### config.mk
export PLATFORM = sky130hd
export DESIGN_NAME = rioca_top
export DESIGN_NICKNAME = d
export VERILOG_FILES = /design/src/hw/rioca_pkg.sv /design/src/hw/rioca_fault.sv /design/src/hw/rioca_irq.sv /design/src/hw/rioca_top.sv
export VERILOG_INCLUDE_DIRS = /design/src /design/src/hw
export SDC_FILE = /design/constraint.sdc
export NUM_CORES = 1
export LEC_CHECK = 0
export BUFFER_PORTS_ARGS = -buffer_cell sky130_fd_sc_hd__buf_2
export CAP_MARGIN = 20
export CORE_MARGIN = 8
export CORE_UTILIZATION = 53
export DETAILED_ROUTE_END_ITERATION = 10
export PLACE_DENSITY = 0.82
export SYNTH_ARGS = -nofsm -noshare
export SYNTH_HDL_FRONTEND = slang
export SYNTH_HIERARCHICAL = 1
export SYNTH_SLANG_ARGS = --single-unit
export TNS_END_PERCENT = 30
### constraint.sdc
create_clock -name i_clk -period 3.23 [get_ports i_clk]
set_input_delay 0.646 -clock i_clk [delete_from_list [all_inputs] [get_ports i_clk]]
set_output_delay 0.646 -clock i_clk [all_outputs]
set_load 0.01 [all_outputs]
### src/hw/rioca_regs.svh
// Register offsets, field positions and reset values of the channel allocation block.
// Assumes a 32-bit APB slave with byte addresses on an 8-bit offset field.
`ifndef RIOCA_REGS_SVH
`define RIOCA_REGS_SVH

`define RIOCA_OFF_CTRL      8'h00
`define RIOCA_OFF_STATUS    8'h04
`define RIOCA_OFF_FAULT     8'h08
`define RIOCA_OFF_IRQ_STAT  8'h0C
`define RIOCA_OFF_IRQ_MASK  8'h10
`define RIOCA_OFF_OUT_IMG   8'h14
`define RIOCA_OFF_IN_IMG    8'h18

`define RIOCA_CTRL_ACK      0
`define RIOCA_CTRL_REINIT   1

`define RIOCA_DIP_MODE      0
`define RIOCA_DIP_ADDR_LO   1
`define RIOCA_DIP_ADDR_HI   6
`define RIOCA_DIP_RESTART   7

`define RIOCA_ST_INIT_DONE  0
`define RIOCA_ST_MODE       1
`define RIOCA_ST_RESTART    2
`define RIOCA_ST_ADDR_LO    8
`define RIOCA_ST_ADDR_HI    13

`define RIOCA_FLT_LIVE_LO   16

`define RIOCA_IRQ_FAULT     0
`define RIOCA_IRQ_CLEARED   1
`define RIOCA_IRQ_FBWR      2
`define RIOCA_IRQ_W         3
`define RIOCA_IRQ_MASK_RST  3'h0

`define RIOCA_IMG_RST       16'h0000
`define RIOCA_ADDR_RST      6'h00
`define RIOCA_ADDR_STEP     6'h01

`endif

### src/hw/rioca_pkg.sv
// Types shared by the channel allocation block.
// Assumes rioca_regs.svh supplies all numeric constants.
package rioca_pkg;
  typedef enum logic [1:0] {
    RIOCA_ST_RESET = 2'b00,
    RIOCA_ST_INIT  = 2'b01,
    RIOCA_ST_RUN   = 2'b10
  } rioca_state_t;

  typedef enum logic {
    RIOCA_MODE_SPLIT  = 1'b0,
    RIOCA_MODE_SINGLE = 1'b1
  } rioca_mode_t;

  typedef enum logic [1:0] {
    RIOCA_SEL_NONE = 2'b00,
    RIOCA_SEL_PRIM = 2'b01,
    RIOCA_SEL_SEC  = 2'b10
  } rioca_sel_t;
endpackage : rioca_pkg

### src/hw/rioca_fault.sv
// Per-output overload latches and output shut-off for the 16 output channels.
// Assumes fault inputs are synchronous and high while a channel is overloaded.
`timescale 1ns/1ps
`default_nettype none
`include "rioca_regs.svh"
module rioca_fault (
  input  wire logic        i_clk,      // System clock
  input  wire logic        i_rst,      // Synchronous reset, high
  input  wire logic [15:0] i_fault,    // Live overload per output
  input  wire logic        i_ack,      // Acknowledge pulse, any source
  input  wire logic        i_hold,     // Live restart-select switch
  output logic      [15:0] o_latch,    // Latched error per output
  output logic      [15:0] o_off,      // Output forced off
  output logic             o_new,      // Pulse: a fault newly latched
  output logic             o_cleared   // Pulse: a latch was cleared
);
  logic [15:0] next_latch;

  // A fault still present blocks its own clear, so set always wins
  always_comb begin
    next_latch = o_latch | i_fault;
    if (i_ack) begin
      next_latch = next_latch & ~(o_latch & ~i_fault);
    end
  end

  always_ff @(posedge i_clk) begin
    if (i_rst) begin
      o_latch   <= `RIOCA_IMG_RST;
      o_new     <= 1'b0;
      o_cleared <= 1'b0;
    end else begin
      o_latch   <= next_latch;
      o_new     <= |(i_fault & ~o_latch);
      o_cleared <= |(o_latch & ~next_latch);
    end
  end

  // Auto restart drops the latch from the gate; ack restart keeps it
  assign o_off = i_fault | (o_latch & {16{i_hold}});
endmodule : rioca_fault
`default_nettype wire

### src/hw/rioca_irq.sv
// Sticky interrupt status with mask; a status read clears it.
// Assumes event inputs are single-cycle pulses from the main block.
`timescale 1ns/1ps
`default_nettype none
`include "rioca_regs.svh"
module rioca_irq (
  input  wire logic [2:0] i_evt,       // Event pulses
  input  wire logic       i_clk,       // System clock
  input  wire logic       i_rst,       // Synchronous reset, high
  input  wire logic       i_rd_clr,    // Status read captured, first access cycle
  input  wire logic       i_mask_we,   // Mask write committed
  input  wire logic [2:0] i_mask_wd,   // Mask write data
  output logic      [2:0] o_stat,      // Sticky status
  output logic      [2:0] o_mask,      // Mask
  output logic            o_irq        // Level interrupt
);
  always_ff @(posedge i_clk) begin
    if (i_rst) begin
      o_stat <= `RIOCA_IRQ_MASK_RST;
    end else begin
      // An event in the clearing cycle survives
      o_stat <= (o_stat & ~{`RIOCA_IRQ_W{i_rd_clr}}) | i_evt;
    end
  end

  always_ff @(posedge i_clk) begin
    if (i_rst) begin
      o_mask <= `RIOCA_IRQ_MASK_RST;
    end else if (i_mask_we) begin
      o_mask <= i_mask_wd;
    end
  end

  assign o_irq = |(o_stat & o_mask);
endmodule : rioca_irq
`default_nettype wire

### src/hw/rioca_top.sv
// Channel allocation, fieldbus image mapping and output fault restart of a 32-channel remote I/O unit.
// Assumes synchronous pins, a one-cycle fieldbus request strobe and an APB master on i_clk.
`timescale 1ns/1ps
`default_nettype none
`include "rioca_regs.svh"

// Operation
// - Switch one on: 16 inputs, 16 outputs; combined channels are outputs only.
// - Switch one on: answer one address, channels 00 to 15 there.
// - Switch one off: 16 inputs, 8 outputs, combined channels individually usable.
// - Switch one off: two addresses; combined input states on next address 00-07.
// - Second address: outputs and inputs 08-15 are ignored.
// - Module address comes from switches two to seven.
// - Overloaded or shorted outputs switch off while the fault lasts.
// - Restart switch off: outputs come back by themselves once clear.
// - Restart switch on: outputs stay off until acknowledged by button, program, serial.
// - Switches are read once at initialization; changes wait for reinitialization.
// - Restart switch alone is followed continuously.
// - A driven combined channel reads back its actual pin state.
// - Error latches clear only when fault gone, none new, and acknowledged; here a new fault on another output does not block the clear.
module rioca_top (
  input  wire logic                   i_clk,        // 200 MHz clock
  input  wire logic                   i_rst,        // Synchronous reset, high
  input  wire logic                   i_psel,       // APB select
  input  wire logic                   i_penable,    // APB enable
  input  wire logic                   i_pwrite,     // APB direction
  input  wire logic [7:0]             i_paddr,      // APB byte address
  input  wire logic [31:0]            i_pwdata,     // APB write data
  output logic      [31:0]            o_prdata,     // APB read data
  output logic                        o_pready,     // APB ready
  output logic                        o_pslverr,    // APB error on unmapped address
  output logic                        o_irq,        // Interrupt level
  input  wire logic [7:0]             i_dip,        // Switches 1..8 on bits 0..7
  input  wire logic [15:0]            i_in_fixed,   // Fixed input pins
  input  wire logic [7:0]             i_comb_pin,   // Actual level of combined pins
  input  wire logic [15:0]            i_fault,      // Overload per output, combined on 15:8
  input  wire logic                   i_btn_ack,    // Test button long-press pulse
  input  wire logic                   i_fb_req,     // Fieldbus request strobe
  input  wire logic                   i_fb_we,      // Fieldbus request is output write
  input  wire logic [5:0]             i_fb_addr,    // Fieldbus module address
  input  wire logic [15:0]            i_fb_wdata,   // Fieldbus output image
  input  wire logic                   i_fb_ack_cmd, // Acknowledge connection element command
  output logic                        o_fb_ack,     // Fieldbus answer pulse
  output logic                        o_fb_hit,     // Answer addressed to this module
  output logic      [15:0]            o_fb_rdata,   // Fieldbus input image
  output logic      [7:0]             o_out_fixed,  // Fixed output drive
  output logic      [7:0]             o_out_comb,   // Combined channel drive
  output rioca_pkg::rioca_state_t     o_state,      // Init state
  output rioca_pkg::rioca_mode_t      o_mode        // Sampled allocation mode
);
  import rioca_pkg::*;

  rioca_state_t next_state;
  logic [5:0]   cfg_addr;
  logic [15:0]  out_img;
  logic [15:0]  flt_latch;
  logic [15:0]  flt_off;
  logic         flt_new;
  logic         flt_cleared;
  logic [2:0]   irq_stat;
  logic [2:0]   irq_mask;
  logic         rsp_rdy;
  logic         apb_access;
  logic         apb_commit;
  logic         apb_wr;
  logic         ack_any;
  logic         reinit;
  logic         fb_wr_evt;
  rioca_sel_t   fb_sel;

  function automatic rioca_sel_t sel_of(input logic [5:0] addr, input logic [5:0] base,
                                        input rioca_mode_t mode);
    rioca_sel_t s;
    s = RIOCA_SEL_NONE;
    if (addr == base) begin
      s = RIOCA_SEL_PRIM;
    end else if (mode == RIOCA_MODE_SPLIT && addr == 6'(base + `RIOCA_ADDR_STEP)) begin
      s = RIOCA_SEL_SEC;
    end
    return s;
  endfunction : sel_of

  function automatic logic is_mapped(input logic [7:0] addr);
    is_mapped = (addr == `RIOCA_OFF_CTRL) || (addr == `RIOCA_OFF_STATUS) ||
                (addr == `RIOCA_OFF_FAULT) || (addr == `RIOCA_OFF_IRQ_STAT) ||
                (addr == `RIOCA_OFF_IRQ_MASK) || (addr == `RIOCA_OFF_OUT_IMG) ||
                (addr == `RIOCA_OFF_IN_IMG);
  endfunction : is_mapped

  // Init sequencing: switches are caught in the single INIT cycle only
  always_comb begin
    next_state = o_state;
    case (o_state)
      RIOCA_ST_RESET: next_state = RIOCA_ST_INIT;
      RIOCA_ST_INIT:  next_state = RIOCA_ST_RUN;
      RIOCA_ST_RUN:   next_state = reinit ? RIOCA_ST_INIT : RIOCA_ST_RUN;
      default:        next_state = RIOCA_ST_RESET;
    endcase
  end

  always_ff @(posedge i_clk) begin
    if (i_rst) begin
      o_state <= RIOCA_ST_RESET;
    end else begin
      o_state <= next_state;
    end
  end

  always_ff @(posedge i_clk) begin
    if (i_rst) begin
      o_mode   <= RIOCA_MODE_SPLIT;
      cfg_addr <= `RIOCA_ADDR_RST;
    end else if (o_state == RIOCA_ST_INIT) begin
      o_mode   <= rioca_mode_t'(i_dip[`RIOCA_DIP_MODE]);
      cfg_addr <= i_dip[`RIOCA_DIP_ADDR_HI:`RIOCA_DIP_ADDR_LO];
    end
  end

  // APB: one wait cycle so read data comes from a flop
  assign apb_access = i_psel && i_penable;
  assign apb_commit = apb_access && rsp_rdy;
  assign apb_wr     = apb_commit && i_pwrite;
  assign o_pready   = apb_commit;

  always_ff @(posedge i_clk) begin
    if (i_rst) begin
      rsp_rdy <= 1'b0;
    end else begin
      rsp_rdy <= apb_access && !rsp_rdy;
    end
  end

  always_ff @(posedge i_clk) begin
    if (i_rst) begin
      o_prdata  <= 32'h0000_0000;
      o_pslverr <= 1'b0;
    end else if (apb_access && !rsp_rdy) begin
      o_pslverr <= !is_mapped(i_paddr);
      o_prdata  <= 32'h0000_0000;
      if (!i_pwrite) begin
        case (i_paddr)
          `RIOCA_OFF_STATUS: begin
            o_prdata[`RIOCA_ST_INIT_DONE] <= (o_state == RIOCA_ST_RUN);
            o_prdata[`RIOCA_ST_MODE]      <= o_mode;
            o_prdata[`RIOCA_ST_RESTART]   <= i_dip[`RIOCA_DIP_RESTART];
            o_prdata[`RIOCA_ST_ADDR_HI:`RIOCA_ST_ADDR_LO] <= cfg_addr;
          end
          `RIOCA_OFF_FAULT:    o_prdata <= {i_fault, flt_latch};
          `RIOCA_OFF_IRQ_STAT: o_prdata[`RIOCA_IRQ_W-1:0] <= irq_stat;
          `RIOCA_OFF_IRQ_MASK: o_prdata[`RIOCA_IRQ_W-1:0] <= irq_mask;
          `RIOCA_OFF_OUT_IMG:  o_prdata[15:0] <= out_img;
          `RIOCA_OFF_IN_IMG:   o_prdata[23:0] <= {i_comb_pin, i_in_fixed};
          default:             o_prdata <= 32'h0000_0000;
        endcase
      end
    end
  end

  assign reinit  = apb_wr && (i_paddr == `RIOCA_OFF_CTRL) && i_pwdata[`RIOCA_CTRL_REINIT];
  assign ack_any = i_btn_ack || i_fb_ack_cmd ||
                   (apb_wr && (i_paddr == `RIOCA_OFF_CTRL) && i_pwdata[`RIOCA_CTRL_ACK]);

  // Fieldbus image access, answered one cycle after the strobe
  assign fb_sel    = sel_of(i_fb_addr, cfg_addr, o_mode);
  assign fb_wr_evt = i_fb_req && i_fb_we && fb_sel == RIOCA_SEL_PRIM && o_state == RIOCA_ST_RUN;

  always_ff @(posedge i_clk) begin
    if (i_rst || o_state == RIOCA_ST_INIT) begin
      out_img <= `RIOCA_IMG_RST;
    end else if (fb_wr_evt) begin
      // Combined outputs take bits 15:8 in both modes; second address writes dropped
      out_img <= i_fb_wdata;
    end
  end

  always_ff @(posedge i_clk) begin
    if (i_rst) begin
      o_fb_ack   <= 1'b0;
      o_fb_hit   <= 1'b0;
      o_fb_rdata <= `RIOCA_IMG_RST;
    end else begin
      o_fb_ack   <= i_fb_req;
      o_fb_hit   <= 1'b0;
      o_fb_rdata <= `RIOCA_IMG_RST;
      if (i_fb_req && o_state == RIOCA_ST_RUN) begin
        case (fb_sel)
          RIOCA_SEL_PRIM: begin
            o_fb_hit   <= 1'b1;
            o_fb_rdata <= i_fb_we ? `RIOCA_IMG_RST : i_in_fixed;
          end
          RIOCA_SEL_SEC: begin
            // Upper half stays zero: those channels belong to other modules
            o_fb_hit   <= !i_fb_we;
            o_fb_rdata <= i_fb_we ? `RIOCA_IMG_RST : {8'h00, i_comb_pin};
          end
          default: begin
            o_fb_hit   <= 1'b0;
            o_fb_rdata <= `RIOCA_IMG_RST;
          end
        endcase
      end
    end
  end

  rioca_fault u_fault (
    .i_clk     (i_clk),
    .i_rst     (i_rst),
    .i_fault   (i_fault),
    .i_ack     (ack_any),
    .i_hold    (i_dip[`RIOCA_DIP_RESTART]),
    .o_latch   (flt_latch),
    .o_off     (flt_off),
    .o_new     (flt_new),
    .o_cleared (flt_cleared)
  );

  rioca_irq u_irq (
    .i_evt     ({fb_wr_evt, flt_cleared, flt_new}),
    .i_clk     (i_clk),
    .i_rst     (i_rst),
    // Clear at the capture edge: an event in the wait cycle would otherwise vanish unread
    .i_rd_clr  (apb_access && !rsp_rdy && !i_pwrite && i_paddr == `RIOCA_OFF_IRQ_STAT),
    .i_mask_we (apb_wr && i_paddr == `RIOCA_OFF_IRQ_MASK),
    .i_mask_wd (i_pwdata[`RIOCA_IRQ_W-1:0]),
    .o_stat    (irq_stat),
    .o_mask    (irq_mask),
    .o_irq     (o_irq)
  );

  // Drive stays low outside RUN so a half-configured unit switches nothing
  always_ff @(posedge i_clk) begin
    if (i_rst) begin
      o_out_fixed <= 8'h00;
      o_out_comb  <= 8'h00;
    end else if (o_state != RIOCA_ST_RUN) begin
      o_out_fixed <= 8'h00;
      o_out_comb  <= 8'h00;
    end else begin
      o_out_fixed <= out_img[7:0] & ~flt_off[7:0];
      o_out_comb  <= out_img[15:8] & ~flt_off[15:8];
    end
  end
endmodule : rioca_top
`default_nettype wire

Yosys cells after proc, flatten, opt, wreduce, memory -nomap -nowiden
Cells that the tools add are included.

word-level totals
  input port bits = 119
  register bits = 117
  word-level logic and storage cells = 103
  output and inout bits = 72

operators by class
  equal/unequal tests = 13
  $add $sub $neg = 1
  reduce and logical (&&, ||, !) cells = 35
  muxes and demuxes = 16
  bitwise operators = 21

operators with widths
  operator                                                               count
  16-bit bitwise AND                                                     5
  16-bit inverter                                                        4
  16-bit 2-to-1 mux                                                      2
  32-bit 2-to-1 mux                                                      1
  16-bit bitwise OR                                                      2
  16-bit one-hot mux with 2 select lines                                 1
  16-bit OR reduction                                                    2
  8-bit by 5-bit equality test with 1-bit output, second input constant  3
  6-bit one-hot mux with 4 select lines                                  1
  3-bit one-hot mux with 6 select lines                                  1
  8-bit bitwise AND                                                      2
  8-bit by 4-bit equality test with 1-bit output, second input constant  2
  8-bit 2-to-1 mux                                                       2
  8-bit inverter                                                         2
  8-bit one-hot mux with 2 select lines                                  1
  1-bit logical AND                                                      15
  5-bit one-hot mux with 3 select lines                                  1
  6-bit equality test                                                    2
  2-bit one-hot mux with 3 select lines                                  2
  1-bit logical OR                                                       9
  8-bit by 3-bit equality test with 1-bit output, second input constant  1
  8-bit zero test                                                        1
  6-bit by 1-bit adder with 6-bit output, second input constant          1
  3-bit bitwise AND                                                      2
  other kinds (12)                                                       21

Longest topological paths before layout
  depth after elaboration = 10
  gate-level depth with buffers = 8
  depth with buffers taken out = 6

By module
The synthesis kept the hierarchy.

by module, submodules not included
  module       cells each  area an instance (sq um)  sequential area each (sq um)  times used
  rioca_top    429         3972.6                    1861.8                        1
  rioca_fault  118         888.4                     360.3                         1
  rioca_irq    23          220.2                     120.1                         1

Least setup slack after synthesis
Ideal clock, no wire load.

  path kind = input to register
  start point = in i_paddr[3]
  end point = reg u_fault.o_latch[8]
  buffers on the path = 2
  path slack = 1223 ps
  arrival time = 1880 ps
  setup time = 128 ps
  stages on the path = 8
  data required time = 3102 ps
  cell sequence = buf_2 nor3b_1 and4_1 a211o_1 clkinv_1 clkbuf_1 a21oi_1 nor2_1

between the ends
  word-level cells in the longest chain between the ends = 5

ends and longest elaborated chain
  element                           RTL line           RTL
  start: declaration                rioca_top.sv:27    input wire logic [7:0] i_paddr,
  8-bit zero test (no source line)  --
  1-bit logical AND (2 in a row)    rioca_top.sv:161   (apb_wr && (i_paddr == `RIOCA_OFF_CTRL) && i_pwdata[`RIOCA_CTRL_ACK]);
  1-bit logical OR                  rioca_top.sv:160   assign ack_any = i_btn_ack || i_fb_ack_cmd ||
  net ack_any                       rioca_top.sv:66    logic ack_any;
  16-bit 2-to-1 mux                 rioca_fault.sv:22  if (i_ack) begin
  end signal: assignment            rioca_fault.sv:29  o_latch <= `RIOCA_IMG_RST;
  end signal: assignment            rioca_fault.sv:33  o_latch <= next_latch;
  end: declaration                  rioca_fault.sv:12  output logic [15:0] o_latch,

The timed path passes the listed nets, and every way through them passes these cells.
A chain may end at the register's enable or synchronous reset.

Worst setup path in the final report
  start point = in i_paddr[5]
  end point = reg o_prdata[27]

between the ends
  word-level cells in the longest chain between the ends = 3

ends and longest elaborated chain
  element                                         RTL line          RTL
  8-bit by 4-bit equality test with 1-bit output  rioca_top.sv:141  case (i_paddr)
  8-bit 2-to-1 mux                                rioca_top.sv:141
  32-bit 2-to-1 mux                               rioca_top.sv:140  if (!i_pwrite) begin
  end signal: indexed assignment                  rioca_top.sv:143  o_prdata[`RIOCA_ST_INIT_DONE] <= (o_state == RIOCA_ST_RUN);
  end signal: indexed assignment                  rioca_top.sv:144  o_prdata[`RIOCA_ST_MODE] <= o_mode;
  end signal: indexed assignment                  rioca_top.sv:145  o_prdata[`RIOCA_ST_RESTART] <= i_dip[`RIOCA_DIP_RESTART];
  end: declaration                                rioca_top.sv:29   output logic [31:0] o_prdata,

No other way between the ends.

==> results.json <==
{
  "overflow": 0,
  "cts_tree": "yes",
  "power_frac_comb": 0.085,
  "boundaryPins": 191,
  "max_freq_mhz": 453,
  "setup_violations": 0,
  "design_area_mm2": 0.00656,
  "cts_made_buffers": 17,
  "synth_top_flop_cell": "dfxtp_1",
  "antenna_found_initial": 0,
  "crit_top_cell": "or3_1",
  "start_kind": "input port",
  "post-place-ws_ps": 569,
  "final_nets": 844,
  "viasPerCell": 5.92,
  "fin_skew_ps": 5.55,
  "fin_crit_sh": 0.684,
  "path_depth": 6,
  "die_x_um": 114,
  "insertion_delay_ps": 520,
  "ys_seq_area_frac": 0.461,
  "area_growth_pct": 29.2,
  "grt_max_degree": 45,
  "cp_max_fo": 11,
  "gp_congestion": 0.921,
  "postCtsResizedCells": 0,
  "cts_max_level": 4,
  "groute.usage.overall": 0.259,
  "timing.final.ws_setup_ps": 1020,
  "core-area_mm2": 0.00928,
  "crit_end": "o_prdata[27]",
  "max-slew-margin-rel": 0.395,
  "max-vdd-ir-drop_v": 0.000343,
  "power.switching_uw": 921,
  "required_ps": 3680,
  "initial_core_util": 0.547,
  "portBuffers": 161,
  "hold_viol": 0,
  "cts_root_buf": "clkbuf_8",
  "fin_crit_ps": 2210,
  "fin_setup_tns_ps": 0,
  "cts_setup_buffers": 0,
  "die_h_um": 114,
  "p_clk_frac": 0.509,
  "num_rows": 35,
  "slew_viol_final": 0,
  "fin_util": 0.707,
  "crit_type": "input port to flip-flop",
  "dpl_cell_area_mm2": 0.00596,
  "rsz0062_at_grt": "false",
  "r2r-start": "rsp_rdy",
  "routedWlPerCell_um": 19.8,
  "drt_wl_total_um": 17200,
  "reg2reg_to": "o_prdata[27]",
  "cp-end-kind": "flip-flop",
  "drive_gt1_frac": 0.303,
  "r2r_cells": 5,
  "clk_pin_slew_worst_paths_ps": 60,
  "min_path_type": "input port to flip-flop",
  "finalPower_uw": 3720,
  "pwr-share-seq": 0.406,
  "synth_seq_cells": 117,
  "synthCells": 570,
  "cp.arrival_ps": 2660,
  "drv_cap": 0,
  "numClockSinks": 117,
  "syn-cell-area_mm2": 0.00508,
  "antenna_left": 0,
  "synthArstFlopShare": 0,
  "cpMaxStageDelayCell": "nor3_2",
  "switching_share": 0.248,
  "syn_area_per_cell_um2": 8.91,
  "antenna_cells": 0,
  "grt_pass1_wl_um": 26400,
  "drc": 0,
  "first_iter_violations": 441,
  "crit_buf_inv": 1,
  "path_cells": "buf_2, or3_1, or3_1, nor3_2, a22oi_1, nor2_1",
  "ctsLongestPathBuffers": 2,
  "internal-power_uw": 2800,
  "synth_edf_count": 0,
  "critical_path.startpoint": "i_paddr[5]",
  "yosysWarnings": 6,
  "tightest_slew_ps": 904,
  "max_stage_delay_ps": 640,
  "grt_pass1_vias": 5058,
  "dr.pass1.iters": 6,
  "hpwl_um": 12700,
  "outcome": "finished, final reports clean",
  "p_leak_uw": 0.00282,
  "power_density_mw_per_mm2": 567,
  "cts_hold_buf": 0,
  "r2r_setup_slack_ps": 1180,
  "vias": 5127,
  "critPathTopFamily": "simple AND/OR/NAND/NOR gates",
  "synthesis.nets": 690,
  "fp.dieArea_mm2": 0.0130,
  "hold_depth": 2,
  "synth.distinct_cells": 56
}
## worst min path at each step
stage,start,to,slack (ps)
CTS,i_in_fixed[14],o_fb_rdata[14],330
global route,i_in_fixed[14],o_fb_rdata[14],330
finish,i_in_fixed[14],o_fb_rdata[14],340
floorplan,u_fault/o_new,u_irq/o_stat[0],400
detailed placement,u_fault/o_new,u_irq/o_stat[0],420
global placement,u_fault/o_new,u_irq/o_stat[0],420
## final cells by class
| class | instances | area [µm²] |
|---|---|---|
| clock buffers | 18 | 428 |
| clock inverters | 14 | 176 |
| fillers | 726 | 2720 |
| inverters | 22 | 82.6 |
| multi-input cells | 395 | 2490 |
| flip-flops and latches | 117 | 2340 |
| well taps | 129 | 161 |
| repair buffers | 171 | 881 |
## layer usage
metal | vias to the layer above | wire [µm] | global-route usage
met1 | 2394 | 6720 | 0.309
met4 | 0 | 599 | 0.130
met3 | 53 | 1940 | 0.0771
met2 | 331 | 7920 | 0.416
met5 | - | 0 | 0
li1 | 2349 | - | -
## stage by stage
| step | std cells | hold WS [ps] |
|---|---|---|
| floorplan | 570 | 405 |
| global placement | 834 | 420 |
| detailed placement | 834 | 422 |
| CTS | 866 | 335 |
| global route | 866 | 334 |
| finish | 866 | 344 |
## power groups by stage
stage / clock network [µW] / logic (µW) / registers (µW)
finish: 1890 / 316 / 1510
global route: 1960 / 342 / 1510
CTS: 1900 / 310 / 1510
detailed placement: 0 / 307 / 1540
global placement: 0 / 299 / 1540
floorplan: 0 / 177 / 1530
## cells in the mapped netlist (5+ instances only)
library cell	count	area share
nor2_1	78	0.058
nand2b_1	12	0.015
nand3_1	35	0.034
nor2b_1	10	0.012
o21ai_0	5	0.0049
and2_1	8	0.0099
inv_1	20	0.015
o22ai_1	5	0.0062
mux2i_1	24	0.047
buf_2	5	0.0049
clkbuf_1	26	0.019
nor3b_1	18	0.027
nand2_1	35	0.026
a21o_1	9	0.013
a21oi_1	37	0.036
nor3_1	6	0.0059
a31oi_1	9	0.011
o2bb2ai_1	10	0.017
mux2_2	10	0.022
a22oi_1	22	0.033
dfxtp_1	117	0.46
a221oi_1	13	0.022
xnor2_1	9	0.016
## sequential cells by signal (all words and copies together) (netlist names), 2 cells and up
register,flops
o_out_fixed,8
u_irq/o_stat,3
u_irq/o_mask,3
o_state,2
out_img,16
u_fault/o_latch,16
o_fb_rdata,16
cfg_addr,6
o_out_comb,8
o_prdata,32
## placed cells by master, fill, tap and decap left out, types with 3 or more instances in the layout
cell	count
buf_2	161
dfxtp_1	117
nor2_1	78
a21oi_1	37
nand2_1	35
nand3_1	35
mux2i_1	24
a22oi_1	22
inv_1	20
nor3b_1	18
clkbuf_16	16
a221oi_1	13
nand2b_1	12
nor2b_1	10
mux2_2	10
o2bb2ai_1	10
buf_4	10
xnor2_1	9
a31oi_1	9
a21o_1	9
and2_1	8
nor3_1	5
o22ai_1	5
o21ai_0	5
clkinv_4	4
nand4_1	3
and4_1	3
or3_1	3
a22o_1	3
bufinv_16	3
inv_6	3
## kinds of logic (layout without fill, tap and decap cells)
logic type / count (synthesis) / count (layout) / share of synthesized area
buffers and inverters: 58 / 225 / 0.0495
AND/OR/NAND/NOR: 223 / 223 / 0.224
flip-flops: 117 / 117 / 0.461
XOR/XNOR: 9 / 9 / 0.0155
adder cells (fa/ha/maj): 1 / 1 / 0.00246
AO/OA/AOI/OAI: 128 / 128 / 0.178
multiplexers: 34 / 34 / 0.0694
(Power assumes the default switching activity.)
